`config.mk`:
```
export PLATFORM = sky130hd
export DESIGN_NAME = tcr_readout
export DESIGN_NICKNAME = d
export VERILOG_FILES = /design/src/rtl/tcr_pkg.sv /design/src/rtl/tcr_readout.sv
export SDC_FILE = /design/constraint.sdc
export NUM_CORES = 1
export LEC_CHECK = 0
export BUFFER_PORTS_ARGS = -buffer_cell sky130_fd_sc_hd__buf_2
export CAP_MARGIN = 15
export CELL_PAD_IN_SITES_DETAIL_PLACEMENT = 0
export CELL_PAD_IN_SITES_GLOBAL_PLACEMENT = 1
export CORE_ASPECT_RATIO = 1.1
export CORE_MARGIN = 2
export CORE_UTILIZATION = 39
export DETAILED_ROUTE_END_ITERATION = 10
export HOLD_SLACK_MARGIN = 0.15
export PLACE_DENSITY_LB_ADDON = 0.25
export REMOVE_ABC_BUFFERS = 1
export SLEW_MARGIN = 20
export SYNTH_ARGS = -nofsm -noshare
export SYNTH_HDL_FRONTEND = slang
export SYNTH_SLANG_ARGS = --single-unit
```
`constraint.sdc`:
```
create_clock -name core_clk -period 3.5 [get_ports core_clk]
set_input_delay 0.525 -clock core_clk [delete_from_list [all_inputs] [get_ports core_clk]]
set_output_delay 0.525 -clock core_clk [all_outputs]
set_load 0.01 [all_outputs]
```
`src/rtl/tcr_pkg.sv`:
```
// Package: constants and carrier types for the eight-channel thermocouple readout
// What this block does
// - Eight differential channels, each result delivered as a 12-bit value.
// - Exactly one channel result is presented on each host scan.
// - Each channel conversion lasts at least fifteen milliseconds.
// - Open sensor or input error reports full scale for that channel.
// - Temperature mode delivers direct temperature readings, no host scaling needed.
// - Celsius readings are the factory default.
// - Fahrenheit select fitted gives Fahrenheit; absent gives Celsius.
// - Raw-count select bypasses temperature conversion, linear 0 to 4095 count.
// - Raw mode type E: zero at range bottom, full scale at top.
// - Millivolt variants map input span linearly onto zero to full scale.
// - Device occupies sixteen input points; host slot must be sixteen wide.
// - Upper byte carries 3-bit channel index, 000 first through 111 eighth.
// - After the eighth channel the next scan presents the first again.
// - Most significant input bit is the temperature sign flag.
`default_nettype none
package tcr_pkg;
  localparam int CH_COUNT = 8;
  localparam int DATA_W = 12;
  localparam int IDX_W = 3;
  localparam int IMG_W = 16;
  localparam logic [11:0] FULL_SCALE = 12'hFFF;
  localparam logic [2:0] IDX_LAST = 3'h7;
  localparam logic [2:0] IDX_FIRST = 3'h0;
  // Conversion time and clock rate
  localparam int CONV_MS = 15;
  localparam int CLK_HZ = 100_000_000;
  localparam int CONV_CYC = CONV_MS * (CLK_HZ / 1000);
  // Image layout: data 11:0, index 14:12, sign 15
  localparam int IMG_DATA_LSB = 0;
  localparam int IMG_IDX_LSB = 12;
  localparam int IMG_SIGN_BIT = 15;

  typedef struct packed {
    logic sign;
    logic [IDX_W-1:0] idx;
    logic [DATA_W-1:0] data;
  } tcr_image_t;

  typedef struct packed {
    logic valid;
    logic sign;
    logic open_err;
    logic [DATA_W-1:0] temp_c;
    logic [DATA_W-1:0] temp_f;
    logic [DATA_W-1:0] raw;
  } tcr_sample_t;
endpackage : tcr_pkg
`default_nettype wire

```
`src/rtl/tcr_readout.sv`:
```
// Module: channel sequencer and 16-point input image for the thermocouple readout
`timescale 1ns/1ps
`default_nettype none
module tcr_readout #(
  parameter int CONV_CYCLES = tcr_pkg::CONV_CYC
) (
  input wire logic core_clk, // 100 MHz clock
  input wire logic rstn, // Async reset, active low
  input wire logic host_scan, // Host scan strobe, from pin
  input wire logic fahrenheit_select, // Jumper, from pin
  input wire logic raw_count_select, // Jumper, from pin
  input wire tcr_pkg::tcr_sample_t [7:0] conv_in, // Front-end results per channel
  output logic [7:0] conv_start, // Starts a channel conversion
  output tcr_pkg::tcr_image_t image // 16-point input image
);
  import tcr_pkg::*;

  // ----------------------------------------
  // Pin synchronisers
  // ----------------------------------------
  // Both stages reset low, the strobe's idle level, so reset brings no false scan
  logic [2:0] s1_q, s2_q, s1_d, s2_d;
  logic scan_prev_q, scan_prev_d;
  always_comb begin
    s1_d = {host_scan, fahrenheit_select, raw_count_select};
    s2_d = s1_q;
    scan_prev_d = s2_q[2];
  end
  always_ff @(posedge core_clk or negedge rstn) begin
    if (!rstn) begin
      s1_q <= 3'h0;
      s2_q <= 3'h0;
      scan_prev_q <= 1'b0;
    end else begin
      s1_q <= s1_d;
      s2_q <= s2_d;
      scan_prev_q <= scan_prev_d;
    end
  end
  wire logic scan_rise = s2_q[2] & ~scan_prev_q;
  wire logic fahr_sel = s2_q[1];
  wire logic raw_sel = s2_q[0];

  // ----------------------------------------
  // Background conversion, one channel at a time
  // ----------------------------------------
  // Open sensor outranks every mode so a broken wire never reads as a plausible value
  function automatic logic [DATA_W-1:0] pick(input tcr_sample_t s, input logic f, input logic r);
    if (s.open_err) pick = FULL_SCALE;
    else if (r) pick = s.raw;
    else if (f) pick = s.temp_f;
    else pick = s.temp_c;
  endfunction : pick

  typedef enum logic [0:0] {CV_RUN, CV_WAIT} tcr_cv_t;
  tcr_cv_t cv_q, cv_d;
  // A 32-bit timer holds the full conversion count at the core clock rate
  logic [31:0] tmr_q, tmr_d;
  logic [2:0] cch_q, cch_d;
  // Results are kept per channel, so a scan never waits on a conversion
  logic [DATA_W-1:0] res_q [CH_COUNT];
  logic [DATA_W-1:0] res_d [CH_COUNT];
  logic [CH_COUNT-1:0] sgn_q, sgn_d;
  logic [7:0] start_d;

  always_comb begin
    cv_d = cv_q;
    tmr_d = tmr_q;
    cch_d = cch_q;
    res_d = res_q;
    sgn_d = sgn_q;
    start_d = 8'h00;
    case (cv_q)
      CV_RUN: begin
        start_d[cch_q] = 1'b1;
        tmr_d = 32'(CONV_CYCLES - 1);
        cv_d = CV_WAIT;
      end
      CV_WAIT: begin
        if (tmr_q != 32'h0) begin
          tmr_d = tmr_q - 32'h1;
        end else if (conv_in[cch_q].valid) begin
          res_d[cch_q] = pick(conv_in[cch_q], fahr_sel, raw_sel);
          sgn_d[cch_q] = conv_in[cch_q].sign & ~raw_sel & ~conv_in[cch_q].open_err;
          cch_d = cch_q + 3'h1;
          cv_d = CV_RUN;
        end
      end
      default: cv_d = CV_RUN;
    endcase
  end

  always_ff @(posedge core_clk or negedge rstn) begin
    if (!rstn) begin
      cv_q <= CV_RUN;
      tmr_q <= 32'h0;
      cch_q <= IDX_FIRST;
      sgn_q <= 8'h00;
      conv_start <= 8'h00;
      for (int i = 0; i < CH_COUNT; i++) begin
        res_q[i] <= FULL_SCALE;
      end
    end else begin
      cv_q <= cv_d;
      tmr_q <= tmr_d;
      cch_q <= cch_d;
      sgn_q <= sgn_d;
      conv_start <= start_d;
      res_q <= res_d;
    end
  end

  // ----------------------------------------
  // Host image: one channel per scan
  // ----------------------------------------
  // The whole image is loaded in one edge so index, sign and data never mix
  logic [2:0] pch_q, pch_d;
  tcr_image_t img_d;
  always_comb begin
    pch_d = pch_q;
    img_d = image;
    if (scan_rise) begin
      img_d.idx = pch_q;
      img_d.data = res_q[pch_q];
      img_d.sign = sgn_q[pch_q];
      pch_d = (pch_q == IDX_LAST) ? IDX_FIRST : pch_q + 3'h1;
    end
  end
  always_ff @(posedge core_clk or negedge rstn) begin
    if (!rstn) begin
      pch_q <= IDX_FIRST;
      image <= '0;
    end else begin
      pch_q <= pch_d;
      image <= img_d;
    end
  end

  // ----------------------------------------
  // Checks
  // ----------------------------------------
  image_steady_a: assert property (@(posedge core_clk) disable iff (!rstn)
    !$past(scan_rise) |-> $stable(image)) else $error("image changed without a scan");
  index_step_a: assert property (@(posedge core_clk) disable iff (!rstn)
    scan_rise |=> image.idx == $past(pch_q)) else $error("wrong channel index shown");
  index_wrap_a: assert property (@(posedge core_clk) disable iff (!rstn)
    scan_rise && pch_q == IDX_LAST |=> pch_q == IDX_FIRST) else $error("no wrap after eighth");
  image_load_a: assert property (@(posedge core_clk) disable iff (!rstn)
    scan_rise |=> image.data == $past(res_q[pch_q]) && image.sign == $past(sgn_q[pch_q]))
    else $error("image not loaded from one channel");
  scan_only_a: assert property (@(posedge core_clk) disable iff (!rstn)
    !scan_rise |=> pch_q == $past(pch_q))
    else $error("channel pointer moved without a scan");
  scan_pulse_a: assert property (@(posedge core_clk) disable iff (!rstn)
    scan_rise |=> !scan_rise)
    else $error("one strobe counted twice");
  sync_edge_a: assert property (@(posedge core_clk) disable iff (!rstn)
    $rose(s2_q[2]) |-> scan_rise)
    else $error("synchronised strobe edge not seen");

  // ----------------------------------------
  // Conversion checks
  // ----------------------------------------
  // Cycles since the last start pulse; kept only for the checks below
  logic [31:0] since_q, since_d;
  wire logic store_now = cv_q == CV_WAIT && tmr_q == 32'h0 && conv_in[cch_q].valid;
  always_comb begin
    since_d = (|conv_start) ? 32'h1 : since_q + 32'h1;
  end
  always_ff @(posedge core_clk or negedge rstn) begin
    if (!rstn) begin
      since_q <= 32'h0;
    end else begin
      since_q <= since_d;
    end
  end

  conv_min_a: assert property (@(posedge core_clk) disable iff (!rstn)
    |conv_start |-> ##1 cv_q == CV_WAIT [*8]) else $error("conversion ended early");
  conv_long_a: assert property (@(posedge core_clk) disable iff (!rstn)
    store_now |-> since_q + 32'h1 >= 32'(CONV_CYCLES))
    else $error("result stored before the conversion time");
  timer_load_a: assert property (@(posedge core_clk) disable iff (!rstn)
    cv_q == CV_RUN |=> tmr_q == 32'(CONV_CYCLES - 1))
    else $error("conversion timer not loaded");
  wait_stay_a: assert property (@(posedge core_clk) disable iff (!rstn)
    cv_q == CV_WAIT && !store_now |=> cv_q == CV_WAIT)
    else $error("conversion left before its result");
  run_once_a: assert property (@(posedge core_clk) disable iff (!rstn)
    cv_q == CV_RUN |=> cv_q == CV_WAIT && $onehot(conv_start))
    else $error("start state did not launch a conversion");
  start_gap_a: assert property (@(posedge core_clk) disable iff (!rstn)
    |conv_start |=> !(|conv_start))
    else $error("start pulse longer than one cycle");
  start_chan_a: assert property (@(posedge core_clk) disable iff (!rstn)
    |conv_start |-> conv_start[cch_q] && cv_q == CV_WAIT)
    else $error("start pulse for the wrong channel");
  chan_next_a: assert property (@(posedge core_clk) disable iff (!rstn)
    store_now |=> cv_q == CV_RUN && cch_q == $past(cch_q) + 3'h1)
    else $error("conversion did not move to the next channel");
  open_full_a: assert property (@(posedge core_clk) disable iff (!rstn)
    cv_q == CV_WAIT && tmr_q == 32'h0 && conv_in[cch_q].valid && conv_in[cch_q].open_err
    |=> res_q[$past(cch_q)] == FULL_SCALE) else $error("open sensor not full scale");
  raw_pick_a: assert property (@(posedge core_clk) disable iff (!rstn)
    cv_q == CV_WAIT && tmr_q == 32'h0 && conv_in[cch_q].valid && !conv_in[cch_q].open_err && raw_sel
    |=> res_q[$past(cch_q)] == $past(conv_in[cch_q].raw)) else $error("raw count not used");
  fahr_pick_a: assert property (@(posedge core_clk) disable iff (!rstn)
    cv_q == CV_WAIT && tmr_q == 32'h0 && conv_in[cch_q].valid && !conv_in[cch_q].open_err
    && !raw_sel && fahr_sel |=> res_q[$past(cch_q)] == $past(conv_in[cch_q].temp_f))
    else $error("fahrenheit not used");
  cels_pick_a: assert property (@(posedge core_clk) disable iff (!rstn)
    cv_q == CV_WAIT && tmr_q == 32'h0 && conv_in[cch_q].valid && !conv_in[cch_q].open_err
    && !raw_sel && !fahr_sel |=> res_q[$past(cch_q)] == $past(conv_in[cch_q].temp_c))
    else $error("celsius not used");
  sign_clear_a: assert property (@(posedge core_clk) disable iff (!rstn)
    store_now && (raw_sel || conv_in[cch_q].open_err) |=> !sgn_q[$past(cch_q)])
    else $error("sign kept in raw mode or on open sensor");
  sign_keep_a: assert property (@(posedge core_clk) disable iff (!rstn)
    store_now && !raw_sel && !conv_in[cch_q].open_err
    |=> sgn_q[$past(cch_q)] == $past(conv_in[cch_q].sign))
    else $error("temperature sign not stored");
  one_start_a: assert property (@(posedge core_clk) disable iff (!rstn)
    $onehot0(conv_start)) else $error("several channels started");
endmodule : tcr_readout
`default_nettype wire

```
==> reports/results.txt <==
TritonCTS Buffers: 17
CTS hold repair buffers: 0
DR DRC count: 0
status: complete, no violations
Num Clock Sinks: 174
# Post-CTS Setup Buffers: 0
nets: 1687
final instance area: 13300 um^2
Post-synth top cells: 132 x sky130_fd_sc_hd__nor2_1, 118 x sky130_fd_sc_hd__a21oi_1, 96 x sky130_fd_sc_hd__dfstp_2
cell family with most CP delay: simple AND/OR/NAND/NOR gates
largest cells by area after synthesis: sky130_fd_sc_hd__dfstp_2 24%, sky130_fd_sc_hd__dfrtp_1 19%, sky130_fd_sc_hd__mux4_2 7.7%, sky130_fd_sc_hd__a21oi_1 5.6%, sky130_fd_sc_hd__mux2i_1 5.4%
Crit Path Max Fanout: 24
IO Pins: 341
post-synthesis instance area: 10500 um^2
leak pwr: 5.91 nW
post-synth top area cell: sky130_fd_sc_hd__dfstp_2
Core Rows: 62
critical path data required time: 3.86 ns
GRT Util Overall: 29.3%
number of global-route vias before repair: 9705
pin count of the biggest net entering global routing: 81
worst slew slack as a fraction of its limit: 40.9%
global route overflow: 0
last weighted congestion value of the routability-driven placer: 0.938
synth unique cells: 72
Crit. End Element: flop
fraction of synthesis flops using an asynchronous set or reset pin: 100%
first-pass GRT wire length: 61.3 mm
number of antenna violations at the first check in global routing: 14
number of DRC violations after detailed-routing iteration 0: 742
Worst path max stage delay: 0.69 ns
die area: 28200 um^2
area added between synthesis and finish: 26.9%
final clock period utilization by the worst path: 83.8%
Root Buffer Master: sky130_fd_sc_hd__clkbuf_16
vias post-DR: 9797
shortest clock period the worst path allows after layout: 2.93 ns
worst path buffer plus inverter count: 1
Power Dens Cells: 475 nW/um^2
category of the critical setup timing path: reg -> reg
count of nets left with antenna violations after detail routing: 0
Fin Clk Skew: 0.0136 ns
critical path's most frequent cell: sky130_fd_sc_hd__mux2i_1
series of cell instances along the critical path: buf_4 -> mux2i_1 -> a22o_1 -> nor4b_2 -> and4_1 -> mux2i_1
clock insertion delay at the later pin of the skew report: 0.44 ns
total detailed-routing wirelength: 41.7 mm
total negative setup slack: 0 ns
signal arrival time at the worst endpoint: 3.29 ns
buffer levels on the longest clock path: 2
horizontal die dimension: 160 um
final HPWL from detailed placement: 32.6 mm
Vias per Instance: 5.64
Final Max Tran Viols: 0
# fillers: 2485
slack of the worst reg-to-reg path: 0.57 ns
drt pass-1 iters: 5
fraction of final layout cells sized beyond drive strength 1: 44.9%
gr busiest metal: met2
top-count cell post-synth: sky130_fd_sc_hd__nor2_1
TritonCTS clock tree: yes
total number of yosys warnings: 0
number of max-cap violations: 0
Crit-path slowest cell: sky130_fd_sc_hd__and4_1
hold violation total from the final report: 0
Worst-Margin Slew: 0.887 ns
met1 Track Usage GR: 39.7%
Global Route met2 Usage: 47.0%
Routed wire per std cell: 24.0 um
mean area per synthesized cell: 10.1 um^2
Power, Total: 6.31 mW
number of flops mapped to enable cells by yosys: 0
Hold WC Path Type: in -> async
number of cells upsized or downsized after cts: 0
core area: 26300 um^2
number of input and output port buffers inserted: 340
fmax: 341 MHz
met3 usage in global routing: 6.14%
setup violation total in the final timing report: 0
CTS H-tree depth: 4
fraction of the yosys area taken by sequential cells: 42.7%
Die Span Y: 176 um
area share of the leading cell type in the synthesized netlist: 24.1%
gate count of the mapped netlist: 1036
CTS clk-pin slew, worst paths: 0.07 ns
placement-stage cell area: 12700 um^2
Critical Path Source Type: flop
unrepaired setup endpoints after global routing: no
count of state elements after synthesis: 174
initial core utilization: 39.8%
Worst IR Drop VDD: 0.352 mV
top_reg_cell synth: sky130_fd_sc_hd__dfstp_2
final timing paths:
path	from	to	cells past startpoint
min reg2reg	s1_q[0]	s2_q[0]	0
max reg2reg	cch_q[0]	sgn_q[6]	6
max	cch_q[0]	sgn_q[6]	6
max in group asynchronous	rstn	res_q[29]	2
min	rstn	tmr_q[3]	1
min in group core_clk	host_scan	s1_q[2]	1
metrics by stage:
step	cells	setup slack, ns	util (%)	hold WS, ns
after floorplan	956	-0.705	-	0.229
after global placement	1699	0.694	48.1	0.333
after detailed placement	1699	0.626	48.1	0.336
after CTS	1731	0.617	50.5	0.173
after global routing	1736	0.392	50.6	0.183
final	1736	0.568	50.6	0.146
per-layer routing:
metal / wire [um] / vias to the layer above
li1: - / 4518
met1: 17500 / 4771
met2: 19900 / 431
met3: 3130 / 65
met4: 1090 / 12
met5: 69 / -
registers in the layout (all words and copies together) (netlist names):
name and cells:
pch_q 3, sgn_q 8, image 16, conv_start 8
s2_q 3, tmr_q 32, scan_prev_q 1, cv_q 1
cch_q 3, s1_q 3, res_q 96
layout make-up:
type,count,area (um^2),area share [%]
Inverter,10,37.5,0.282
Multi-Input combinational cell,772,5560,41.8
Timing Repair Buffer,391,2130,16.0
Antenna cell,5,12.5,0.0941
Sequential cell,174,4480,33.7
Tap cell,352,440,3.31
Clock inverter,15,211,1.59
Clock buffer,17,425,3.20
worst reg2reg max path: stages (launching register included):
cell and delay (ns):
sky130_fd_sc_hd__dfrtp_2 0.68, sky130_fd_sc_hd__buf_4 0.35, sky130_fd_sc_hd__mux2i_1 0.17, sky130_fd_sc_hd__a22o_1 0.27, sky130_fd_sc_hd__nor4b_2 0.44, sky130_fd_sc_hd__and4_1 0.69
sky130_fd_sc_hd__mux2i_1 0.26
cell families (layout without fill, tap and decap cells):
family / Yosys count / after routing / synth area share [%]
xor gates and xnor gates: 27 / 27 / 2.26
AOI/OAI and AO/OA: 289 / 289 / 17.7
muxes: 132 / 132 / 17.4
and+or+nand+nor: 320 / 320 / 15.2
buffers and inverters: 90 / 433 / 4.26
other: 0 / 5 / 0
DFF: 174 / 174 / 42.7
adders and majority gates: 4 / 4 / 0.478
where the power goes:
part	leakage (nW)	switching, mW	internal [mW]	total, mW
Sequential	1.98	0.262	2.22	2.48
Clock	0.305	0.994	0.990	1.98
Combinational	3.63	1.00	0.844	1.85
placed cells by master, fill, tap and decap left out, types with 4 or more instances in the layout:
| cell type | netlist | routed |
|---|---|---|
| sky130_fd_sc_hd__and2_1 | 13 | 13 |
| sky130_fd_sc_hd__nor4_1 | 8 | 8 |
| sky130_fd_sc_hd__nor2_2 | 4 | 4 |
| sky130_fd_sc_hd__a221o_1 | 5 | 5 |
| sky130_fd_sc_hd__clkbuf_16 | 0 | 17 |
| sky130_fd_sc_hd__or2_2 | 4 | 4 |
| sky130_fd_sc_hd__buf_4 | 10 | 48 |
| sky130_fd_sc_hd__xnor2_1 | 13 | 13 |
| sky130_fd_sc_hd__dfstp_2 | 96 | 96 |
| sky130_fd_sc_hd__inv_1 | 9 | 9 |
| sky130_fd_sc_hd__nor2_1 | 132 | 132 |
| sky130_fd_sc_hd__or3_1 | 9 | 9 |
| sky130_fd_sc_hd__a22o_1 | 9 | 9 |
| sky130_fd_sc_hd__nor3_1 | 15 | 15 |
| sky130_fd_sc_hd__buf_2 | 15 | 339 |
| sky130_fd_sc_hd__nand2b_1 | 5 | 5 |
| sky130_fd_sc_hd__o21ai_0 | 46 | 46 |
| sky130_fd_sc_hd__a21oi_1 | 118 | 118 |
| sky130_fd_sc_hd__nand2_1 | 61 | 61 |
| sky130_fd_sc_hd__mux2i_1 | 57 | 57 |
| sky130_fd_sc_hd__ha_1 | 4 | 4 |
| sky130_fd_sc_hd__mux2_2 | 39 | 39 |
| sky130_fd_sc_hd__diode_2 | 0 | 5 |
| sky130_fd_sc_hd__xor2_1 | 14 | 14 |
| sky130_fd_sc_hd__mux4_2 | 36 | 36 |
| sky130_fd_sc_hd__nand4_1 | 5 | 5 |
| sky130_fd_sc_hd__dfrtp_1 | 78 | 75 |
| sky130_fd_sc_hd__nand3_1 | 18 | 18 |
| sky130_fd_sc_hd__o22ai_1 | 5 | 5 |
| sky130_fd_sc_hd__o2bb2ai_1 | 12 | 12 |
| sky130_fd_sc_hd__o211ai_1 | 10 | 10 |
| sky130_fd_sc_hd__a22oi_1 | 21 | 21 |
| sky130_fd_sc_hd__a31oi_1 | 6 | 6 |
| sky130_fd_sc_hd__nor2b_1 | 11 | 9 |
| sky130_fd_sc_hd__a221oi_1 | 33 | 33 |
| sky130_fd_sc_hd__and3_1 | 9 | 9 |
| sky130_fd_sc_hd__clkinv_8 | 0 | 8 |
(Power assumes the default switching activity.)
